$ cat config.mk
export PLATFORM = sky130hd
export DESIGN_NAME = buck_channel_config_regs
export DESIGN_NICKNAME = d
export VERILOG_FILES = /design/src/design/buck_cfg_pkg.sv /design/src/design/buck_channel_config_regs.sv
export SDC_FILE = /design/constraint.sdc
export NUM_CORES = 1
export LEC_CHECK = 0
export ABC_CLOCK_PERIOD_IN_PS = 1700
export BUFFER_PORTS_ARGS = -buffer_cell sky130_fd_sc_hd__buf_2
export CAP_MARGIN = 20
export CORE_MARGIN = 1.5
export CORE_UTILIZATION = 48
export DETAILED_ROUTE_END_ITERATION = 7
export GPL_TIMING_DRIVEN = 0
export PLACE_DENSITY_LB_ADDON = 0.05
export SETUP_SLACK_MARGIN = 0.5
export SYNTH_ARGS = -nofsm -noshare
export SYNTH_HDL_FRONTEND = slang
export SYNTH_SLANG_ARGS = --single-unit
$ cat constraint.sdc
create_clock -name sys_clk -period 1.7 [get_ports sys_clk]
set_clock_uncertainty 0.15 [all_clocks]
set_input_delay 0.51 -clock sys_clk [delete_from_list [all_inputs] [get_ports sys_clk]]
set_output_delay 0.51 -clock sys_clk [all_outputs]
set_load 0.005 [all_outputs]
$ cat src/design/buck_cfg_pkg.sv
// package: register map, field layout, reset values and encodings of the buck channel bank
`default_nettype none
package buck_cfg_pkg;

  // ****************************************
  // register offsets
  // ****************************************
  localparam logic [7:0] run_voltage_setpoint_addr     = 8'h43;
  localparam logic [7:0] standby_voltage_setpoint_addr = 8'h44;
  localparam logic [7:0] sleep_voltage_setpoint_addr   = 8'h45;
  localparam logic [7:0] switching_mode_control_addr   = 8'h46;
  localparam logic [7:0] regulator_configuration_addr  = 8'h47;

  // ****************************************
  // field positions
  // ****************************************
  localparam int voltage_code_lsb     = 0;
  localparam int voltage_code_msb     = 5;
  localparam int range_bit            = 6;
  localparam int mode_field_lsb       = 0;
  localparam int mode_field_msb       = 3;
  localparam int sleep_state_bit      = 5;
  localparam int current_limit_bit    = 0;
  localparam int freq_field_lsb       = 2;
  localparam int freq_field_msb       = 3;
  localparam int phase_field_lsb      = 4;
  localparam int phase_field_msb      = 5;
  localparam int ramp_field_lsb       = 6;
  localparam int ramp_field_msb       = 7;

  // ****************************************
  // reset values and the default read value
  // ****************************************
  localparam logic [5:0] voltage_code_reset  = 6'h00;
  localparam logic [3:0] mode_field_reset    = 4'h8;
  localparam logic [7:0] conf_reset          = 8'h00;
  localparam logic [7:0] read_zero           = 8'h00;

  // ****************************************
  // frequency encodings, nominal switching rate in kHz
  // ****************************************
  localparam logic [1:0] freq_sel_1mhz = 2'h0;
  localparam logic [1:0] freq_sel_2mhz = 2'h1;
  localparam logic [1:0] freq_sel_4mhz = 2'h2;
  localparam logic [12:0] freq_1mhz_khz = 13'h03E8;
  localparam logic [12:0] freq_2mhz_khz = 13'h07D0;
  localparam logic [12:0] freq_4mhz_khz = 13'h0FA0;

  typedef enum logic [1:0] {
    pstate_normal,
    pstate_standby,
    pstate_sleep
  } power_state_e;

  // drive bundle handed to the regulator analog section
  typedef struct packed {
    logic [5:0]  voltage_code;
    logic        range_high;
    logic        channel_on;
    logic        pfm_forced;
    logic [3:0]  switching_mode;
    logic        low_current_limit;
    logic [1:0]  freq_select;
    logic [12:0] freq_khz;
    logic [1:0]  phase_select;
    logic [1:0]  ramp_select;
  } regulator_drive_s;

endpackage : buck_cfg_pkg
`default_nettype wire

$ cat src/design/buck_channel_config_regs.sv
// buck channel configuration register bank with set point selection
//
// The implementer's own choice: strobed register access.
`default_nettype none
module buck_channel_config_regs
  import buck_cfg_pkg::*;
(
  input  wire logic             sys_clk,
  input  wire logic             nrst,
  input  wire logic [7:0]       reg_addr,
  input  wire logic [7:0]       reg_wdata,
  input  wire logic             reg_wr,
  input  wire logic             reg_rd,
  output logic      [7:0]       reg_rdata,
  input  wire logic             cfg_load,
  input  wire logic             cfg_range,
  input  wire power_state_e     power_state,
  output regulator_drive_s      drive
);

  // ****************************************
  // storage
  // ****************************************
  logic [5:0] run_code_r,   run_code_nxt;
  logic [5:0] stby_code_r,  stby_code_nxt;
  logic [5:0] sleep_code_r, sleep_code_nxt;
  logic       range_r,      range_nxt;
  logic [3:0] mode_r,       mode_nxt;
  logic       sleep_sel_r,  sleep_sel_nxt;
  logic [7:0] conf_r,       conf_nxt;
  logic [7:0] rdata_r,      rdata_nxt;
  regulator_drive_s drive_r, drive_nxt;

  // ****************************************
  // register writes
  // ****************************************
  always_comb begin
    run_code_nxt   = run_code_r;
    stby_code_nxt  = stby_code_r;
    sleep_code_nxt = sleep_code_r;
    range_nxt      = range_r;
    mode_nxt       = mode_r;
    sleep_sel_nxt  = sleep_sel_r;
    conf_nxt       = conf_r;
    // range comes only from the configuration loader, never from the bus
    if (cfg_load) begin
      range_nxt = cfg_range;
    end
    if (reg_wr) begin
      case (reg_addr)
        run_voltage_setpoint_addr: begin
          run_code_nxt = reg_wdata[voltage_code_msb:voltage_code_lsb];
        end
        standby_voltage_setpoint_addr: begin
          stby_code_nxt = reg_wdata[voltage_code_msb:voltage_code_lsb];
        end
        sleep_voltage_setpoint_addr: begin
          sleep_code_nxt = reg_wdata[voltage_code_msb:voltage_code_lsb];
        end
        switching_mode_control_addr: begin
          mode_nxt      = reg_wdata[mode_field_msb:mode_field_lsb];
          sleep_sel_nxt = reg_wdata[sleep_state_bit];
        end
        regulator_configuration_addr: begin
          // bit 1 is stored as writable but steers nothing
          conf_nxt = reg_wdata;
        end
        default: begin
        end
      endcase
    end
  end

  // ****************************************
  // read path, data one cycle after the strobe
  // ****************************************
  always_comb begin
    rdata_nxt = read_zero;
    if (reg_rd) begin
      case (reg_addr)
        run_voltage_setpoint_addr: begin
          rdata_nxt[voltage_code_msb:voltage_code_lsb] = run_code_r;
          rdata_nxt[range_bit] = range_r;
        end
        standby_voltage_setpoint_addr: begin
          rdata_nxt[voltage_code_msb:voltage_code_lsb] = stby_code_r;
          rdata_nxt[range_bit] = range_r;
        end
        sleep_voltage_setpoint_addr: begin
          rdata_nxt[voltage_code_msb:voltage_code_lsb] = sleep_code_r;
          rdata_nxt[range_bit] = range_r;
        end
        switching_mode_control_addr: begin
          rdata_nxt[mode_field_msb:mode_field_lsb] = mode_r;
          rdata_nxt[sleep_state_bit] = sleep_sel_r;
        end
        regulator_configuration_addr: begin
          rdata_nxt = conf_r;
        end
        default: begin
          rdata_nxt = read_zero;
        end
      endcase
    end
  end

  // ****************************************
  // regulator drive
  // ****************************************
  always_comb begin
    drive_nxt                   = '0;
    drive_nxt.range_high        = range_r;
    drive_nxt.switching_mode    = mode_r;
    drive_nxt.channel_on        = 1'b1;
    drive_nxt.low_current_limit = conf_r[current_limit_bit];
    drive_nxt.freq_select       = conf_r[freq_field_msb:freq_field_lsb];
    drive_nxt.phase_select      = conf_r[phase_field_msb:phase_field_lsb];
    drive_nxt.ramp_select       = conf_r[ramp_field_msb:ramp_field_lsb];
    case (conf_r[freq_field_msb:freq_field_lsb])
      freq_sel_1mhz: drive_nxt.freq_khz = freq_1mhz_khz;
      freq_sel_2mhz: drive_nxt.freq_khz = freq_2mhz_khz;
      freq_sel_4mhz: drive_nxt.freq_khz = freq_4mhz_khz;
      // code 11 has no documented rate; hold the slowest as the safe choice
      default:       drive_nxt.freq_khz = freq_1mhz_khz;
    endcase
    case (power_state)
      pstate_normal: begin
        drive_nxt.voltage_code = run_code_r;
      end
      pstate_standby: begin
        drive_nxt.voltage_code = stby_code_r;
      end
      pstate_sleep: begin
        drive_nxt.voltage_code = sleep_code_r;
        drive_nxt.channel_on   = sleep_sel_r;
        drive_nxt.pfm_forced   = sleep_sel_r;
      end
      default: begin
        // undefined state code: fall back to the normal set point
        drive_nxt.voltage_code = run_code_r;
      end
    endcase
  end

  // ****************************************
  // registers
  // ****************************************
  always_ff @(posedge sys_clk or negedge nrst) begin
    if (!nrst) begin
      run_code_r   <= voltage_code_reset;
      stby_code_r  <= voltage_code_reset;
      sleep_code_r <= voltage_code_reset;
      range_r      <= 1'b0;
      mode_r       <= mode_field_reset;
      sleep_sel_r  <= 1'b0;
      conf_r       <= conf_reset;
      rdata_r      <= read_zero;
      drive_r      <= '0;
    end else begin
      run_code_r   <= run_code_nxt;
      stby_code_r  <= stby_code_nxt;
      sleep_code_r <= sleep_code_nxt;
      range_r      <= range_nxt;
      mode_r       <= mode_nxt;
      sleep_sel_r  <= sleep_sel_nxt;
      conf_r       <= conf_nxt;
      rdata_r      <= rdata_nxt;
      drive_r      <= drive_nxt;
    end
  end

  assign reg_rdata = rdata_r;
  assign drive     = drive_r;

endmodule : buck_channel_config_regs
`default_nettype wire

==> impl_metrics.env <==
export IMPL_root_buffer="clkbuf_8"
export IMPL_comb_power_share_pct=9.3
export IMPL_multi_input_area_mm2=0.00111
export IMPL_core_area_mm2=0.00554
export IMPL_finalSetupViolations=38
export IMPL_synth_top_flop_cell="dfrtp_1"
export IMPL_setup_worst_path_end_class="register"
export IMPL_slew_viol_final=0
export IMPL_final_seq_area_mm2=0.00168
export IMPL_ys_warn_count=0
export IMPL_synth_edff_count=0
export IMPL_cts_made_buffers=9
export IMPL_violations="setup timing"
export IMPL_peakVddDrop_mv=0.725
export IMPL_grt_pass1_wl_um=9430
export IMPL_avgSynthCellArea_um2=14.3
export IMPL_ys_ff_latch=67
export IMPL_startpoint_type="primary input"
export IMPL_p_leak_nw=1.91
export IMPL_rows=27
export IMPL_powerDensity_mw_per_mm2=887
export IMPL_worstSetupPathType="primary input to register"
export IMPL_p_seq_share_pct=52.0
export IMPL_num_antenna_cells=0
export IMPL_first_global_vias=1860
export IMPL_swShare_pct=22.5
export IMPL_internal_power_mw=2.54
export IMPL_fin_crit_ns=1.83
export IMPL_first_iter_violations=111
export IMPL_rsz0062_at_grt="true"
export IMPL_io_pins=65
export IMPL_switching_power_uw=739
export IMPL_die_x_um=79.0
export IMPL_initial_core_util_pct=50.0
export IMPL_fillers=429
export IMPL_antenna_found_initial=0
export IMPL_dieArea_mm2=0.00624
export IMPL_syn2layout_area_growth_pct=33.4
export IMPL_post_route_period_util_pct=108
export IMPL_cts_max_level=3
export IMPL_worst_path_max_delay_cell="mux2_4"
export IMPL_maxSlewHeadroom_pct=45.2
export IMPL_grtUsageTotal_pct=20.5
export IMPL_p_total_mw=3.28
export IMPL_place_congestion=0.746
export IMPL_dp_hpwl_um=3630
export IMPL_overflow=0
export IMPL_postRouteAntennaNets=0
export IMPL_io_buffers=60
export IMPL_path_common_cell="buf_6"
export IMPL_synthCells=194
export IMPL_min_delay_path_class="primary input to asynchronous set/reset pin"
export IMPL_syn_area_mm2=0.00277
export IMPL_clock_fmax_mhz=547
export IMPL_post_route_cells_drive_above_1_share_pct=50.9
export IMPL_pwr_share_clk_pct=38.8
export IMPL_clkSlewWorstSetupHoldPaths_ns=0.07
export IMPL_clkLatencyLatePin_ns=0.33
export IMPL_tns_ns=-2.95
export IMPL_crit_required_ns=1.77
export IMPL_viasPerCell=5.22
export IMPL_finalHoldViolations=0
export IMPL_critPathArrivalTime_ns=1.90
export IMPL_cts_sinks=67
export IMPL_drc=0
export IMPL_cp_cell_sequence="buf_6, nor4b_4, and3b_1, buf_6, and4b_1, buf_6, mux2_4"
export IMPL_finalNonFillerCells=361
export IMPL_synthArstFlopShare_pct=100
export IMPL_crit_path_max_incr_delay_ns=0.30
export IMPL_nNetsFinal=314
export IMPL_num_vias=1884
export IMPL_cts_tree="done"
export IMPL_wl_um=5830
export IMPL_synth_distinct_cells=34
export IMPL_grt_max_degree=68
export IMPL_tightest_slew_ns=0.822
export IMPL_die_height_um=79.0
export IMPL_final_core_util_pct=66.7
export IMPL_fin_hold_ws_ns=0.111
export IMPL_final_common_cell="dfrtp_1"
export IMPL_maxCapViolCount=0
export IMPL_ys_seq_area_share_pct=60.5
export IMPL_worst_slack_ns=-0.129
export IMPL_run_status="finished, violations left"
export IMPL_avgRoutedWirePerCell_um=16.1
export IMPL_clk_path_buf_depth=2
export IMPL_dpl_cell_count=329
export IMPL_mostFrequentLayoutCells="dfrtp_1, buf_2, mux2_4"
export IMPL_first_pass_iters=5
export IMPL_cp_max_fo=5
[metrics by stage]
| stage | worst slack (ns) | area [um2] |
|---|---|---|
| 6_report | -0.129 | 3700 |
| 2_1_floorplan | -0.316 | 2840 |
| 3_5_place_dp | -0.593 | 3240 |
| 5_1_grt | -0.166 | 3700 |
| 3_3_place_gp | -0.590 | 3230 |
| 4_1_cts | -0.110 | 3650 |
[synthesized netlist by cell type, types with 5 or more instances]
| library cell | n | area share (%) |
|---|---|---|
| a222oi_1 | 5 | 1.8 |
| a22oi_1 | 7 | 1.9 |
| buf_4 | 7 | 1.9 |
| dfrtp_1 | 66 | 60 |
| ha_1 | 6 | 2.7 |
| inv_1 | 7 | 0.95 |
| mux2_1 | 17 | 6.9 |
| mux2_2 | 5 | 2.0 |
| mux2_4 | 11 | 6.0 |
| mux2i_1 | 6 | 2.2 |
| nand2_1 | 8 | 1.1 |
| nor2_1 | 9 | 1.2 |
| o21ai_0 | 6 | 1.1 |
[path summary, 6_finish.rpt]
| kind | endpoint | depth (start not counted) | slack [ns] | startpoint |
|---|---|---|---|---|
| worst max-delay path | mode_r[0] | 7 | -0.13 | reg_addr[4] |
| worst min-delay path | drive[10] | 1 | 0.11 | nrst |
| worst max register to register | reg_rdata[4] | 4 | 0.30 | sleep_code_r[4] |
| worst min register to register | drive[2] | 0 | 0.26 | conf_r[4] |
| max in group asynchronous | stby_code_r[4] | 1 | 0.73 | nrst |
| min in group sys_clk | drive[2] | 0 | 0.26 | conf_r[4] |
[layer usage]
| metal | global-route usage, % | vias to the layer above | share of wire (%) |
|---|---|---|---|
| met5 | 0 | - | 0 |
| met2 | 32.8 | 70 | 48 |
| met3 | 3.91 | 17 | 4.7 |
| met4 | 8.42 | 0 | 2.9 |
| li1 | - | 856 | - |
| met1 | 27.3 | 941 | 45 |
[timing repair]
item                                    in CTS  in global routing
endpoints found under the setup margin      76                 77
pin swaps                                    9                  7
setup buffers                               12                  4
resized for setup                           32                  4
hold buffers                                 0                  0
[registers in the layout (all words and copies together) (netlist names)]
signal	count
mode_r	4
reg_rdata	8
run_code_r	6
range_r	1
stby_code_r	6
drive	27
sleep_sel_r	1
sleep_code_r	6
conf_r	8
[cells by family after synthesis]
kind of cell	Yosys count	share of synthesized area [%]
compound gates	26	6.95
fa+ha+maj	6	2.71
simple gates	33	8.04
mux	39	17.1
buf+inv	21	4.42
flops	67	60.5
other cells	2	0.271
[cell type report]
class	count	share of cell area, %
inverters	7	0.778
clock inverters	2	0.948
multi-input cells	109	29.9
clock buffers	14	4.13
plain buffers	14	3.65
repair buffers	76	12.7
well taps	72	2.44
flip-flops and latches	67	45.4
[critical path: cells and delay by family]
family	cells	cell delay (ns)
and+or+nand+nor	3	0.72
buffers and inverters	3	0.36
muxes	1	0.30
[power by group through the flow]
stage | logic, mW | clock network [mW] | registers [mW]
detailed placement | 0.269 | 0 | 1.73
finish | 0.304 | 1.27 | 1.71
global placement | 0.264 | 0 | 1.73
CTS | 0.300 | 1.31 | 1.70
floorplan | 0.129 | 0 | 1.73
global route | 0.336 | 1.36 | 1.71
(Power assumes the default switching activity.)
